**config.mk**
```make
export PLATFORM = sky130hd
export DESIGN_NAME = amfsr_top
export DESIGN_NICKNAME = d
export VERILOG_FILES = /design/src/amfsr_pkg.sv /design/src/amfsr_sync.sv /design/src/amfsr_flag.sv /design/src/amfsr_top.sv
export SDC_FILE = /design/constraint.sdc
export NUM_CORES = 1
export LEC_CHECK = 0
export BUFFER_PORTS_ARGS = -buffer_cell sky130_fd_sc_hd__buf_2
export CAP_MARGIN = 25
export CORE_AREA = 2 2 94 118
export CTS_CLUSTER_SIZE = 24
export DETAILED_ROUTE_END_ITERATION = 10
export DIE_AREA = 0 0 96 120
export MAX_ROUTING_LAYER = met4
export REMOVE_ABC_BUFFERS = 1
export SETUP_SLACK_MARGIN = 0.4
export SYNTH_ARGS = -nofsm -noshare
export SYNTH_HDL_FRONTEND = slang
export SYNTH_SLANG_ARGS = --single-unit
```
**constraint.sdc**
```tcl
create_clock -name CLOCK -period 1.8 [get_ports CLOCK]
set_clock_uncertainty 0.15 [all_clocks]
set_input_delay 0 -clock CLOCK [delete_from_list [all_inputs] [get_ports CLOCK]]
set_output_delay 0 -clock CLOCK [all_outputs]
set_load 0.05 [all_outputs]
```
**src/amfsr_pkg.sv**
```systemverilog
package amfsr_pkg;

    // ------------------------------------------------------------
    // Register offsets
    // ------------------------------------------------------------
    localparam logic [7:0] OFS_CHANNEL_FAULT_FLAGS = 8'h70;
    localparam logic [7:0] OFS_GLOBAL_A = 8'h71;
    localparam logic [7:0] OFS_GLOBAL_B = 8'h72;
    localparam logic [7:0] OFS_WARNING = 8'h73;
    localparam logic [7:0] OFS_MASK_A = 8'h74;
    localparam logic [7:0] OFS_LATCH_MASK_B = 8'h75;
    localparam logic [7:0] OFS_MISC = 8'h76;
    localparam logic [7:0] OFS_CURLIM = 8'h77;
    localparam logic [7:0] OFS_FAULT_CLEAR = 8'h78;

    // ------------------------------------------------------------
    // Reset values and writable-bit masks
    // ------------------------------------------------------------
    localparam logic [7:0] RST_ZERO = 8'h00;
    localparam logic [7:0] RST_LATCH_MASK_B = 8'hf8;
    localparam logic [7:0] WMASK_MASK_A = 8'hf7;
    localparam logic [7:0] WMASK_FAULT_CLEAR = 8'h7f;
    localparam logic [7:0] RD_UNMAPPED = 8'h00;

    // ------------------------------------------------------------
    // Field positions
    // ------------------------------------------------------------
    // report_mask_a
    localparam int B_MASK_TSD = 7;
    localparam int B_MASK_CORE_UV = 6;
    localparam int B_MASK_CORE_OV = 5;
    localparam int B_MASK_CLK = 4;
    localparam int B_MASK_PSUP = 2;
    localparam int B_DC_REPORT_MASK = 1;
    localparam int B_OVERCURRENT_REPORT_MASK = 0;
    // latch_and_mask_b
    localparam int B_HOLD_CBCF = 7;
    localparam int B_HOLD_CBCW = 6;
    localparam int B_HOLD_CLK = 5;
    localparam int B_HOLD_TSD = 4;
    localparam int B_HOLD_TW = 3;
    localparam int B_MASK_TW = 2;
    localparam int B_CURRENT_LIMIT_WARN_MASK = 1;
    localparam int B_MASK_CBCF = 0;
    // protection_misc_ctrl
    localparam int B_CLK_DET_HOLD = 7;
    localparam int B_AUTO_REC = 4;
    // current_limit_ctrl
    localparam int B_CL_EN = 2;
    localparam int B_CL_WARN_EN = 1;
    localparam int B_CL_FAULT_EN = 0;
    // fault_clear
    localparam int B_ANALOG_CLR = 7;

    // ------------------------------------------------------------
    // Source vector indices
    // ------------------------------------------------------------
    localparam int NUM_SRC = 21;
    localparam int S_L_DC = 0;
    localparam int S_R_DC = 1;
    localparam int S_L_OC = 2;
    localparam int S_R_OC = 3;
    localparam int S_OTP = 4;
    localparam int S_COEF = 5;
    localparam int S_LOAD = 6;
    localparam int S_CORE_UV = 7;
    localparam int S_CORE_OV = 8;
    localparam int S_CLK = 9;
    localparam int S_PS_OV = 10;
    localparam int S_PS_UV = 11;
    localparam int S_L_CBCF = 12;
    localparam int S_R_CBCF = 13;
    localparam int S_TSD = 14;
    localparam int S_L_CBCW = 15;
    localparam int S_R_CBCW = 16;
    localparam int S_TW1 = 17;
    localparam int S_TW2 = 18;
    localparam int S_TW3 = 19;
    localparam int S_TW4 = 20;

    // ------------------------------------------------------------
    // Pin function select codes
    // ------------------------------------------------------------
    localparam logic [3:0] SEL_WARN_N = 4'h8;
    localparam logic [3:0] SEL_FAULT_N = 4'hb;
    localparam int SEL_W = 4;

endpackage

```
**src/amfsr_sync.sv**
```systemverilog
// ------------------------------------------------------------
// Two-stage synchroniser for asynchronous condition levels
// ------------------------------------------------------------
module amfsr_sync #(
    parameter int WIDTH = 1
) (
    input wire logic clk,
    input wire logic rst_n,
    input wire logic [WIDTH-1:0] d,
    output logic [WIDTH-1:0] q
);
    logic [WIDTH-1:0] meta_r; // First stage, read only by second

    // Both stages clear synchronously
    always_ff @(posedge clk)
    begin
        if (!rst_n)
        begin
            meta_r <= '0;
            q <= '0;
        end
        else
        begin
            meta_r <= d;
            q <= meta_r;
        end
    end
endmodule

```
**src/amfsr_flag.sv**
```systemverilog
// ------------------------------------------------------------
// Status flag cells: live or held per bit
// ------------------------------------------------------------
module amfsr_flag #(
    parameter int WIDTH = 1
) (
    input wire logic clk,
    input wire logic rst_n,
    input wire logic [WIDTH-1:0] cond,
    input wire logic [WIDTH-1:0] hold_en,
    input wire logic clr,
    output logic [WIDTH-1:0] flag
);
    // One cell per bit
    genvar i;
    generate
        for (i = 0; i < WIDTH; i++)
        begin : g_cell
            // Held flags survive until clear; a new event wins over the clear
            always_ff @(posedge clk)
            begin
                if (!rst_n)
                    flag[i] <= 1'b0;
                else if (hold_en[i])
                    flag[i] <= cond[i] | (flag[i] & ~clr);
                else
                    flag[i] <= cond[i];
            end
        end
    endgenerate
endmodule

```
**src/amfsr_top.sv**
```systemverilog
module amfsr_top #(
    parameter int NUM_GPIO = 3
) (
    input wire logic CLOCK,
    input wire logic RST_N,
    input wire logic [7:0] REG_ADDR,
    input wire logic [7:0] REG_WDATA,
    input wire logic REG_WR,
    output logic [7:0] REG_RDATA,
    input wire logic LEFT_DC_FAULT,
    input wire logic RIGHT_DC_FAULT,
    input wire logic LEFT_OVERCURRENT_FAULT,
    input wire logic RIGHT_OVERCURRENT_FAULT,
    input wire logic OTP_CHECK_ERROR,
    input wire logic FILTER_COEF_WRITE_ERROR,
    input wire logic BOOT_LOAD_ERROR,
    input wire logic CORE_SUPPLY_UNDER,
    input wire logic CORE_SUPPLY_OVER,
    input wire logic CLOCK_FAULT,
    input wire logic POWER_SUPPLY_OVERVOLTAGE,
    input wire logic POWER_SUPPLY_UNDERVOLTAGE,
    input wire logic LEFT_CURRENT_LIMIT_HIT,
    input wire logic RIGHT_CURRENT_LIMIT_HIT,
    input wire logic LEFT_CURRENT_LIMIT_NEAR,
    input wire logic RIGHT_CURRENT_LIMIT_NEAR,
    input wire logic THERMAL_SHUTDOWN,
    input wire logic [3:0] THERMAL_WARN_LEVEL,
    input wire logic [NUM_GPIO*amfsr_pkg::SEL_W-1:0] GPIO_SEL,
    output logic [NUM_GPIO-1:0] GPIO_OUT,
    output logic [NUM_GPIO-1:0] GPIO_OE,
    output logic COMBINED_FAULT_OUT_N,
    output logic COMBINED_WARNING_OUT_N,
    output logic CURRENT_LIMIT_ENABLE,
    output logic THERMAL_SHUTDOWN_ACTIVE
);

    // ------------------------------------------------------------
    // Declarations
    // ------------------------------------------------------------
    logic [amfsr_pkg::NUM_SRC-1:0] raw_async; // Unsynchronised conditions
    logic [amfsr_pkg::NUM_SRC-1:0] raw_sync; // Conditions after two flops
    logic [amfsr_pkg::NUM_SRC-1:0] cond; // Qualified conditions
    logic [amfsr_pkg::NUM_SRC-1:0] hold_en; // Per-source hold
    logic [amfsr_pkg::NUM_SRC-1:0] flag; // Status flags
    logic [7:0] mask_a_r; // report_mask_a
    logic [7:0] latch_b_r; // latch_and_mask_b
    logic [7:0] misc_r; // protection_misc_ctrl
    logic [7:0] curlim_r; // current_limit_ctrl
    logic [7:0] fclr_r; // fault_clear reserved bits
    logic clr; // Analog fault clear strobe
    logic fault_any; // Unmasked fault present
    logic warn_any; // Unmasked warning present
    logic [7:0] rd_nxt; // Read mux result
    logic [NUM_GPIO-1:0] gpio_out_nxt;
    logic [NUM_GPIO-1:0] gpio_oe_nxt;

    // ------------------------------------------------------------
    // Condition capture
    // ------------------------------------------------------------
    // Analog comparators are asynchronous to the core clock
    assign raw_async = {THERMAL_WARN_LEVEL, RIGHT_CURRENT_LIMIT_NEAR, LEFT_CURRENT_LIMIT_NEAR,
                        THERMAL_SHUTDOWN, RIGHT_CURRENT_LIMIT_HIT, LEFT_CURRENT_LIMIT_HIT,
                        POWER_SUPPLY_UNDERVOLTAGE, POWER_SUPPLY_OVERVOLTAGE, CLOCK_FAULT,
                        CORE_SUPPLY_OVER, CORE_SUPPLY_UNDER, BOOT_LOAD_ERROR,
                        FILTER_COEF_WRITE_ERROR, OTP_CHECK_ERROR, RIGHT_OVERCURRENT_FAULT,
                        LEFT_OVERCURRENT_FAULT, RIGHT_DC_FAULT, LEFT_DC_FAULT};

    amfsr_sync #(
        .WIDTH(amfsr_pkg::NUM_SRC)
    ) u_sync (
        .clk(CLOCK),
        .rst_n(RST_N),
        .d(raw_async),
        .q(raw_sync)
    );

    // Current-limit events only count while enabled
    always_comb
    begin
        cond = raw_sync;
        if (!(curlim_r[amfsr_pkg::B_CL_EN] && curlim_r[amfsr_pkg::B_CL_FAULT_EN]))
        begin
            cond[amfsr_pkg::S_L_CBCF] = 1'b0;
            cond[amfsr_pkg::S_R_CBCF] = 1'b0;
        end
        if (!(curlim_r[amfsr_pkg::B_CL_EN] && curlim_r[amfsr_pkg::B_CL_WARN_EN]))
        begin
            cond[amfsr_pkg::S_L_CBCW] = 1'b0;
            cond[amfsr_pkg::S_R_CBCW] = 1'b0;
        end
    end

    // ------------------------------------------------------------
    // Hold selection
    // ------------------------------------------------------------
    // Analog channel faults always hold; supply and memory errors stay live
    always_comb
    begin
        hold_en = '0;
        hold_en[amfsr_pkg::S_L_DC] = 1'b1;
        hold_en[amfsr_pkg::S_R_DC] = 1'b1;
        hold_en[amfsr_pkg::S_L_OC] = 1'b1;
        hold_en[amfsr_pkg::S_R_OC] = 1'b1;
        hold_en[amfsr_pkg::S_L_CBCF] = latch_b_r[amfsr_pkg::B_HOLD_CBCF];
        hold_en[amfsr_pkg::S_R_CBCF] = latch_b_r[amfsr_pkg::B_HOLD_CBCF];
        hold_en[amfsr_pkg::S_L_CBCW] = latch_b_r[amfsr_pkg::B_HOLD_CBCW];
        hold_en[amfsr_pkg::S_R_CBCW] = latch_b_r[amfsr_pkg::B_HOLD_CBCW];
        // Either control can freeze the clock status
        hold_en[amfsr_pkg::S_CLK] = latch_b_r[amfsr_pkg::B_HOLD_CLK]
            | misc_r[amfsr_pkg::B_CLK_DET_HOLD];
        // Auto recovery overrides the shutdown hold
        hold_en[amfsr_pkg::S_TSD] = latch_b_r[amfsr_pkg::B_HOLD_TSD]
            & ~misc_r[amfsr_pkg::B_AUTO_REC];
        hold_en[amfsr_pkg::S_TW4:amfsr_pkg::S_TW1] = {4{latch_b_r[amfsr_pkg::B_HOLD_TW]}};
    end

    amfsr_flag #(
        .WIDTH(amfsr_pkg::NUM_SRC)
    ) u_flag (
        .clk(CLOCK),
        .rst_n(RST_N),
        .cond(cond),
        .hold_en(hold_en),
        .clr(clr),
        .flag(flag)
    );

    // ------------------------------------------------------------
    // Control registers
    // ------------------------------------------------------------
    // Write-one strobe; the bit itself never stores
    assign clr = REG_WR && (REG_ADDR == amfsr_pkg::OFS_FAULT_CLEAR)
        && REG_WDATA[amfsr_pkg::B_ANALOG_CLR];

    // Register writes, one register per offset
    always_ff @(posedge CLOCK)
    begin
        if (!RST_N)
        begin
            mask_a_r <= amfsr_pkg::RST_ZERO;
            latch_b_r <= amfsr_pkg::RST_LATCH_MASK_B;
            misc_r <= amfsr_pkg::RST_ZERO;
            curlim_r <= amfsr_pkg::RST_ZERO;
            fclr_r <= amfsr_pkg::RST_ZERO;
        end
        else if (REG_WR)
        begin
            case (REG_ADDR)
                amfsr_pkg::OFS_MASK_A: mask_a_r <= REG_WDATA & amfsr_pkg::WMASK_MASK_A;
                amfsr_pkg::OFS_LATCH_MASK_B: latch_b_r <= REG_WDATA;
                amfsr_pkg::OFS_MISC: misc_r <= REG_WDATA;
                amfsr_pkg::OFS_CURLIM: curlim_r <= REG_WDATA;
                amfsr_pkg::OFS_FAULT_CLEAR: fclr_r <= REG_WDATA & amfsr_pkg::WMASK_FAULT_CLEAR;
                default: ; // Status and unmapped offsets ignore writes
            endcase
        end
    end

    // ------------------------------------------------------------
    // Read path
    // ------------------------------------------------------------
    // Reserved status bits read as zero; fault_clear reserved bits read back as written
    always_comb
    begin
        rd_nxt = amfsr_pkg::RD_UNMAPPED;
        case (REG_ADDR)
            amfsr_pkg::OFS_CHANNEL_FAULT_FLAGS:
                rd_nxt = {4'h0, flag[amfsr_pkg::S_L_DC], flag[amfsr_pkg::S_R_DC],
                          flag[amfsr_pkg::S_L_OC], flag[amfsr_pkg::S_R_OC]};
            amfsr_pkg::OFS_GLOBAL_A:
                rd_nxt = {flag[amfsr_pkg::S_OTP], flag[amfsr_pkg::S_COEF],
                          flag[amfsr_pkg::S_LOAD], 2'h0, flag[amfsr_pkg::S_CLK],
                          flag[amfsr_pkg::S_PS_OV], flag[amfsr_pkg::S_PS_UV]};
            amfsr_pkg::OFS_GLOBAL_B:
                rd_nxt = {5'h00, flag[amfsr_pkg::S_R_CBCF], flag[amfsr_pkg::S_L_CBCF],
                          flag[amfsr_pkg::S_TSD]};
            amfsr_pkg::OFS_WARNING:
                rd_nxt = {2'h0, flag[amfsr_pkg::S_L_CBCW], flag[amfsr_pkg::S_R_CBCW],
                          flag[amfsr_pkg::S_TW4:amfsr_pkg::S_TW1]};
            amfsr_pkg::OFS_MASK_A: rd_nxt = mask_a_r;
            amfsr_pkg::OFS_LATCH_MASK_B: rd_nxt = latch_b_r;
            amfsr_pkg::OFS_MISC: rd_nxt = misc_r;
            amfsr_pkg::OFS_CURLIM: rd_nxt = curlim_r;
            amfsr_pkg::OFS_FAULT_CLEAR: rd_nxt = fclr_r; // Clear bit reads zero
            default: rd_nxt = amfsr_pkg::RD_UNMAPPED;
        endcase
    end

    // Read data lags address by one edge
    always_ff @(posedge CLOCK)
    begin
        if (!RST_N)
            REG_RDATA <= amfsr_pkg::RST_ZERO;
        else
            REG_RDATA <= rd_nxt;
    end

    // ------------------------------------------------------------
    // Combined indications
    // ------------------------------------------------------------
    // Masks act only here; the flags above are left untouched
    always_comb
    begin
        fault_any = 1'b0;
        if (!mask_a_r[amfsr_pkg::B_MASK_TSD])
            fault_any = fault_any | flag[amfsr_pkg::S_TSD];
        if (!mask_a_r[amfsr_pkg::B_MASK_CORE_UV])
            fault_any = fault_any | flag[amfsr_pkg::S_CORE_UV];
        if (!mask_a_r[amfsr_pkg::B_MASK_CORE_OV])
            fault_any = fault_any | flag[amfsr_pkg::S_CORE_OV];
        if (!mask_a_r[amfsr_pkg::B_MASK_CLK])
            fault_any = fault_any | flag[amfsr_pkg::S_CLK];
        if (!mask_a_r[amfsr_pkg::B_MASK_PSUP])
            fault_any = fault_any | flag[amfsr_pkg::S_PS_OV] | flag[amfsr_pkg::S_PS_UV];
        if (!mask_a_r[amfsr_pkg::B_DC_REPORT_MASK])
            fault_any = fault_any | flag[amfsr_pkg::S_L_DC] | flag[amfsr_pkg::S_R_DC];
        if (!mask_a_r[amfsr_pkg::B_OVERCURRENT_REPORT_MASK])
            fault_any = fault_any | flag[amfsr_pkg::S_L_OC] | flag[amfsr_pkg::S_R_OC];
        if (!latch_b_r[amfsr_pkg::B_MASK_CBCF])
            fault_any = fault_any | flag[amfsr_pkg::S_L_CBCF] | flag[amfsr_pkg::S_R_CBCF];
    end

    // Warnings: thermal levels and current-limit proximity
    always_comb
    begin
        warn_any = 1'b0;
        if (!latch_b_r[amfsr_pkg::B_MASK_TW])
            warn_any = warn_any | (|flag[amfsr_pkg::S_TW4:amfsr_pkg::S_TW1]);
        if (!latch_b_r[amfsr_pkg::B_CURRENT_LIMIT_WARN_MASK])
            warn_any = warn_any | flag[amfsr_pkg::S_L_CBCW] | flag[amfsr_pkg::S_R_CBCW];
    end

    // Pins are active low and registered to avoid glitches
    always_ff @(posedge CLOCK)
    begin
        if (!RST_N)
        begin
            COMBINED_FAULT_OUT_N <= 1'b1;
            COMBINED_WARNING_OUT_N <= 1'b1;
        end
        else
        begin
            COMBINED_FAULT_OUT_N <= ~fault_any;
            COMBINED_WARNING_OUT_N <= ~warn_any;
        end
    end

    // ------------------------------------------------------------
    // General-purpose pin routing
    // ------------------------------------------------------------
    // Other select codes belong to other blocks; we leave the pin undriven
    genvar g;
    generate
        for (g = 0; g < NUM_GPIO; g++)
        begin : g_pin
            always_comb
            begin
                gpio_out_nxt[g] = 1'b0;
                gpio_oe_nxt[g] = 1'b0;
                if (GPIO_SEL[g*amfsr_pkg::SEL_W +: amfsr_pkg::SEL_W] == amfsr_pkg::SEL_FAULT_N)
                begin
                    gpio_out_nxt[g] = ~fault_any;
                    gpio_oe_nxt[g] = 1'b1;
                end
                else if (GPIO_SEL[g*amfsr_pkg::SEL_W +: amfsr_pkg::SEL_W]
                         == amfsr_pkg::SEL_WARN_N)
                begin
                    gpio_out_nxt[g] = ~warn_any;
                    gpio_oe_nxt[g] = 1'b1;
                end
            end
        end
    endgenerate

    // Select is a same-clock register in the host interface; no sync
    always_ff @(posedge CLOCK)
    begin
        if (!RST_N)
        begin
            GPIO_OUT <= '0;
            GPIO_OE <= '0;
        end
        else
        begin
            GPIO_OUT <= gpio_out_nxt;
            GPIO_OE <= gpio_oe_nxt;
        end
    end

    // ------------------------------------------------------------
    // Side outputs
    // ------------------------------------------------------------
    always_ff @(posedge CLOCK)
    begin
        if (!RST_N)
        begin
            CURRENT_LIMIT_ENABLE <= 1'b0;
            THERMAL_SHUTDOWN_ACTIVE <= 1'b0;
        end
        else
        begin
            CURRENT_LIMIT_ENABLE <= curlim_r[amfsr_pkg::B_CL_EN];
            THERMAL_SHUTDOWN_ACTIVE <= flag[amfsr_pkg::S_TSD];
        end
    end

    // ------------------------------------------------------------
    // Assertions
    // ------------------------------------------------------------
    fault_pin_a: assert property (@(posedge CLOCK) disable iff (!RST_N)
        fault_any |=> !COMBINED_FAULT_OUT_N)
        else $error("fault pin not asserted");

    warn_pin_a: assert property (@(posedge CLOCK) disable iff (!RST_N)
        !warn_any |=> COMBINED_WARNING_OUT_N)
        else $error("warning pin asserted without cause");

    shutdown_read_a: assert property (@(posedge CLOCK) disable iff (!RST_N)
        REG_ADDR == amfsr_pkg::OFS_GLOBAL_B |=> REG_RDATA[0] == $past(flag[amfsr_pkg::S_TSD]))
        else $error("thermal shutdown bit misread");

    thermal_hold_a: assert property (@(posedge CLOCK) disable iff (!RST_N)
        flag[amfsr_pkg::S_TSD] && latch_b_r[amfsr_pkg::B_HOLD_TSD]
        && !misc_r[amfsr_pkg::B_AUTO_REC] && !clr |=> flag[amfsr_pkg::S_TSD])
        else $error("held shutdown flag dropped");

    auto_recover_a: assert property (@(posedge CLOCK) disable iff (!RST_N)
        misc_r[amfsr_pkg::B_AUTO_REC] && !raw_sync[amfsr_pkg::S_TSD]
        && !REG_WR |=> !flag[amfsr_pkg::S_TSD])
        else $error("auto recovery did not release");

    analog_clear_a: assert property (@(posedge CLOCK) disable iff (!RST_N)
        clr && !cond[amfsr_pkg::S_L_DC] |=> !flag[amfsr_pkg::S_L_DC])
        else $error("clear left dc flag set");

    limit_gate_a: assert property (@(posedge CLOCK) disable iff (!RST_N)
        !curlim_r[amfsr_pkg::B_CL_EN] && !flag[amfsr_pkg::S_L_CBCW] && !REG_WR
        |=> !flag[amfsr_pkg::S_L_CBCW])
        else $error("warning set while limit disabled");

    pin_select_a: assert property (@(posedge CLOCK) disable iff (!RST_N)
        GPIO_SEL[(NUM_GPIO-1)*amfsr_pkg::SEL_W +: amfsr_pkg::SEL_W] == amfsr_pkg::SEL_FAULT_N
        |=> GPIO_OE[NUM_GPIO-1] && GPIO_OUT[NUM_GPIO-1] == COMBINED_FAULT_OUT_N)
        else $error("pin not carrying fault");

    masked_flag_a: assert property (@(posedge CLOCK) disable iff (!RST_N)
        mask_a_r == amfsr_pkg::WMASK_MASK_A && latch_b_r[amfsr_pkg::B_MASK_CBCF]
        |-> !fault_any)
        else $error("masked fault reached pin");

    misc_write_a: assert property (@(posedge CLOCK) disable iff (!RST_N)
        REG_WR && REG_ADDR == amfsr_pkg::OFS_MISC |=> misc_r == $past(REG_WDATA))
        else $error("misc control not stored");

endmodule

```
==> results_dict.tcl, run 1 <==
set metrics [dict create \
    run_status "finished clean" \
    place.gp.congestion 0.889 \
    critPathKind "register to register" \
    cts.clk_slew.worst_paths_ps 50 \
    critPathCaptureType "register" \
    ir_drop_uv 687 \
    yosysSeqAreaShare_pct 55.7 \
    netlist_instances 403 \
    initial_utilization_pct 40.9 \
    final_common_cell "dfxtp_1" \
    num_vias 3484 \
    num_antenna_cells 0 \
    drcViolationCount 0 \
    core-area_mm2 0.0105 \
    vias_per_cell 5.18 \
    worst_pin_slew_ps 501 \
    layout.nets 581 \
    drt-pass1-iter-count 5 \
    layout-drive-gt1-share_pct 26.8 \
    ant_nets 0 \
    crit_path_max_fanout 4 \
    ys_types 45 \
    finish.utilization_pct 57.6 \
    crit_chain "nor4_4 > o22ai_2 > or3_1 > a21oi_2" \
    dp_hpwl_um 6470 \
    grt_pass1_wl_um 17300 \
    ios 70 \
    fin_crit_sh_pct 84.0 \
    antenna_found_initial 0 \
    fin_ws_ps 288 \
    hold_viol 0 \
    ys_ff_latch 119 \
    routedWlPerCell_um 16.0 \
    htreeDepth 4 \
    die_x_um 96 \
    grt_pass1_vias 3424 \
    grt_max_degree 101 \
    rsz0062_at_grt "yes" \
    slowest_stage "dfxtp_4" \
    clkLatencyLatePin_ps 400 \
    synth_edf_count 0 \
    num_rows 42 \
    critical_path_arrival_ps 1700 \
    die_h_um 120 \
    synth_area_mm2 0.00428 \
    cts_tree "built" \
    start_kind "register" \
    relSlewSlack_pct 66.6 \
    cpPeakStageDelay_ps 350 \
    syn2layout_area_growth_pct 40.9 \
    setup_tns_ps 0 \
    total_power_uw 6900 \
    ys_async_sr_fraction_pct 0 \
    hold_class "primary input to register" \
    cts_buffers 17 \
    grt_overflow 0 \
    place_inst 589 \
    power.density_mw_per_mm2 1150 \
    required_ps 1990 \
    root_buffer "clkbuf_16" \
    port-buffer-count 69 \
    totalWireLength_um 10800 \
    die_area_mm2 0.0115 \
    cap_violations 0 \
    p_leak_uw 0.00252 \
    grtUsageTotal_pct 20.6 \
    ys_warn_count 0 \
    ys.flop_type "dfxtp_1" \
    period_needed_ps 1510 \
    clockBufferDepth 2 \
    cts.sinks 119 \
    drt_iter0_drc 248 \
    slew_viol_final 0 \
    clock.fmax_ghz 0.661 \
    mostFrequentLayoutCells "dfxtp_1, buf_2, and2_1" \
    final_cell_count_no_fill 673 \
    place_ws_ps 205 \
    avgSynthCellArea_um2 10.6 \
    setup_viol 0 \
]
==> final cells by class <==
class,count,area [um^2]
Fill cell,885,4430
Sequential cell,119,2400
Multi-Input combinational cell,257,1840
Timing Repair Buffer,132,961
Clock buffer,23,488
Clock inverter,8,168
Tap cell,132,165
Inverter,2,7.51
==> sequential cells by signal (all words and copies together) (netlist names) <==
| register | cells |
|---|---|
| mask_a_r | 7 |
| fclr_r | 7 |
| CURRENT_LIMIT_ENABLE | 1 |
| COMBINED_WARNING_OUT_N | 1 |
| COMBINED_FAULT_OUT_N | 1 |
| u_sync.q | 21 |
| latch_b_r | 8 |
| misc_r | 8 |
| u_sync.meta_r | 21 |
| GPIO_OE | 3 |
| curlim_r | 8 |
| REG_RDATA | 8 |
| u_flag.flag | 21 |
| THERMAL_SHUTDOWN_ACTIVE | 1 |
| GPIO_OUT | 3 |
==> through the flow <==
step,area (um^2),hold slack [ps]
global placement,4750,55.6
floorplan,4150,-88.1
detailed placement,4750,58.1
global route,6030,38.5
CTS,5950,2.14
finish,6030,10.5
==> cells by family after synthesis <==
family / Yosys count / synth area share (%)
buf+inv: 27 / 3.16
xor+xnor: 3 / 0.614
flops: 119 / 55.7
mux: 16 / 6.41
compound gates: 77 / 11.7
simple gates: 161 / 22.4
==> per-layer routing <==
metal  up-vias  wire length [um]  track usage, %
met5         -                 0               -
met4         0               169            8.48
met3        20               636            5.71
met2       132              5330            32.2
met1      1651              4640            24.9
li1       1681                 -               -
==> path summary, 6_finish.rpt <==
check | from | to | slack [ps] | cells past startpoint
worst max-delay path | u_flag.flag[17] | GPIO_OUT[1] | 290 | 4
worst min-delay path | RST_N | u_sync.meta_r[5] | 10 | 3
worst max register to register | u_flag.flag[17] | GPIO_OUT[1] | 290 | 4
worst min register to register | u_sync.q[14] | u_flag.flag[14] | 260 | 2
==> cells in the mapped netlist (all sizes together), types with 2 or more instances <==
library cell | number | area [um^2]
dfxtp | 119 | 2380
and2 | 55 | 347
nand3 | 36 | 180
nand2 | 32 | 120
o21ai | 28 | 140
a21oi | 17 | 85.1
buf | 17 | 97.6
a22o | 10 | 87.6
mux4 | 9 | 203
clkbuf | 8 | 30.0
nor2 | 8 | 30.0
a22oi | 7 | 52.6
mux2i | 6 | 60.1
nand4b | 5 | 86.3
nor2b | 5 | 31.3
a32o | 4 | 40.0
and3 | 3 | 18.8
and3b | 3 | 26.3
nand3b | 3 | 22.5
nand4 | 3 | 18.8
o21bai | 3 | 22.5
or3 | 3 | 18.8
xor2 | 3 | 26.3
inv | 2 | 7.51
nor3b | 2 | 20.0
==> critical path: cells and delay by family (launching register included) <==
kind | cells | cell delay (ps)
flops | 1 | 350
simple gates | 2 | 650
compound gates | 2 | 290
==> timing repair <==
item                                   4_1_cts  5_1_grt
pin swaps                                    4        9
setup endpoints to repair                    3       16
gates resized for setup                      8       16
setup buffers                                1        1
endpoints found under the hold margin       70        0
hold buffers                                51        0
==> power breakdown <==
| part | total, uW | internal, uW | switching [uW] |
|---|---|---|---|
| logic | 464 | 237 | 226 |
| clock network | 3700 | 2590 | 1110 |
| registers | 2740 | 2710 | 30.9 |
| total | 6900 | 5540 | 1370 |
Note: power is estimated with default switching activity, not from simulation.
==> inputs of run 2 (changes only) <==
Clock period 1.8 ns to 1.35 ns, I/O delays scaled along.
==> results_dict.tcl, run 2 (synthesis gave the netlist of run 1 again) <==
set metrics [dict create \
    run_status "finished, violations left" \
    violations "hold timing, setup timing" \
    crit_path_max_fanout 4 \
    grtUsageTotal_pct 21.7 \
    slew_viol_final 0 \
    worstHoldPathCells 5 \
    worstHoldStart "REG_ADDR[2]" \
    start_kind "register" \
    cts_buffers 17 \
    dp_hpwl_um 7090 \
    power_frac_seq_pct 42.4 \
    place.gp.congestion 0.893 \
    hold_class "primary input to register" \
    cts_tree "built" \
    clock_power_share_pct 49.0 \
    whs_ps -119 \
    drt_iter0_drc 286 \
    slowest_stage "dfxtp_4" \
    crit_family "simple AND/OR/NAND/NOR gates" \
    die_x_um 96 \
    vias_per_cell 5.16 \
    cts.clk_slew.worst_paths_ps 50 \
    min_to "REG_RDATA[4]" \
    p_leak_uw 0.00290 \
    final_common_cell "dfxtp_1" \
    fin_ws_ps -115 \
    routedWlPerCell_um 16.5 \
    syn2layout_area_growth_pct 60.0 \
    p_int_uw 6810 \
    layout.nets 630 \
    total_power_uw 8630 \
    num_vias 3705 \
    drt-pass1-iter-count 5 \
    final-seq-area_mm2 0.00243 \
    hold_viol 23 \
    r2r-start "u_flag.flag[17]" \
    routed.top_layer "met4" \
    ios 70 \
    root_buffer "clkbuf_16" \
    crit_chain "nor4_4 > o22ai_2 > or3_1 > a21oi_1" \
    mostFrequentLayoutCells "dfxtp_1, and2_1, buf_2" \
    initial_utilization_pct 40.9 \
    core-area_mm2 0.0105 \
    critical_path_arrival_ps 1650 \
    met1_length_um 4950 \
    totalWireLength_um 11800 \
    grt_pass1_wl_um 18200 \
    htreeDepth 4 \
    power.density_mw_per_mm2 1260 \
    cts.sinks 119 \
    rsz0062_at_grt "yes" \
    port-buffer-count 69 \
    fin_crit_sh_pct 109 \
    grt_max_degree 73 \
    relSlewSlack_pct 79.5 \
    comb_power_share_pct 8.6 \
    rr_worst_depth 4 \
    antenna_found_initial 0 \
    grt_overflow 0 \
    clock.fmax_ghz 0.682 \
    p_sw_share_pct 21.1 \
    period_needed_ps 1470 \
    wl_met2_um 5840 \
    n_fill_cell 782 \
    critPathCaptureType "register" \
    setup_viol 5 \
    grt_pass1_vias 3600 \
    drcViolationCount 0 \
    cp.buffers_inverters 0 \
    layout-drive-gt1-share_pct 42.3 \
    cpPeakStageDelay_ps 350 \
    die_h_um 120 \
    worst_pin_slew_ps 306 \
    required_ps 1530 \
    die_area_mm2 0.0115 \
    cap_violations 0 \
    critPathKind "register to register" \
    ir_drop_uv 798 \
    finish.utilization_pct 65.4 \
    largestRegisters "u_flag.flag (21), u_sync.meta_r (21), u_sync.q (21)" \
    setup_tns_ps -415 \
    num_rows 42 \
    multi_input_area_mm2 0.00202 \
    timing.reg2reg.setup_slack_ps -120 \
    r2r_end "GPIO_OUT[1]" \
    clkLatencyLatePin_ps 420 \
    num_antenna_cells 0 \
    clockBufferDepth 2 \
    dr_wl_met3_um 677 \
    ant_nets 0 \
    switchingPower_uw 1820 \
]
==> run 2: layout make-up <==
class	count	area share, %
inverters	2	0.110
repair buffers	180	24.4
clock inverters	5	1.10
well taps	132	2.41
flip-flops and latches	119	35.5
clock buffers	22	6.93
multi-input cells	258	29.5
==> run 2: repair_timing <==
item | CTS | global route
setup buffers | 8 | 7
endpoints found under the hold margin | 85 | 17
cloned | 1 | 2
setup endpoints to repair | 78 | 75
hold buffers | 44 | 1
pin swaps | 18 | 35
gates resized for setup | 111 | 61
==> run 2: power by group through the flow <==
stage / clock network, uW / registers [uW] / logic (uW)
after floorplan: 0 / 3750 / 183
after global placement: 0 / 3720 / 515
after detailed placement: 0 / 3720 / 525
after CTS: 4290 / 3660 / 689
after global routing: 4450 / 3660 / 800
final: 4220 / 3660 / 745
==> run 2: how the worst max path moves through the flow <==
| stage | start | end | slack [ps] | cells after the start |
|---|---|---|---|---|
| 3_3_place_gp | u_flag.flag[19] | GPIO_OUT[2] | -140 | 4 |
| 2_1_floorplan | REG_ADDR[7] | u_flag.flag[17] | -230 | 4 |
| 4_1_cts | u_flag.flag[19] | GPIO_OUT[1] | -110 | 4 |
| 5_1_grt | u_flag.flag[9] | GPIO_OUT[2] | -150 | 5 |
| 6_report | u_flag.flag[17] | GPIO_OUT[1] | -120 | 4 |
| 3_5_place_dp | REG_ADDR[0] | REG_RDATA[6] | -170 | 5 |
==> run 2: worst min-delay path, cell delays in order <==
cell     delay [ps]
buf_6            90
buf_12          110
nor3b_4          50
nand3_1          80
a21oi_1          60
==> run 2: routing by layer <==
layer | vias to the layer above | track usage [%]
met5 | - | -
met4 | 0 | 9.64
met3 | 30 | 5.71
met2 | 135 | 34.2
met1 | 1749 | 25.8
li1 | 1791 | -
==> run 2: per-stage QoR <==
stage | std cells | hold slack [ps] | area [um^2] | setup WS (ps)
2_1_floorplan | 378 | -88.1 | 4150 | -233
3_3_place_gp | 629 | 54.7 | 5110 | -139
3_5_place_dp | 629 | 59.6 | 5110 | -173
4_1_cts | 709 | -125 | 6510 | -106
5_1_grt | 718 | -102 | 6840 | -153
6_report | 718 | -119 | 6840 | -115
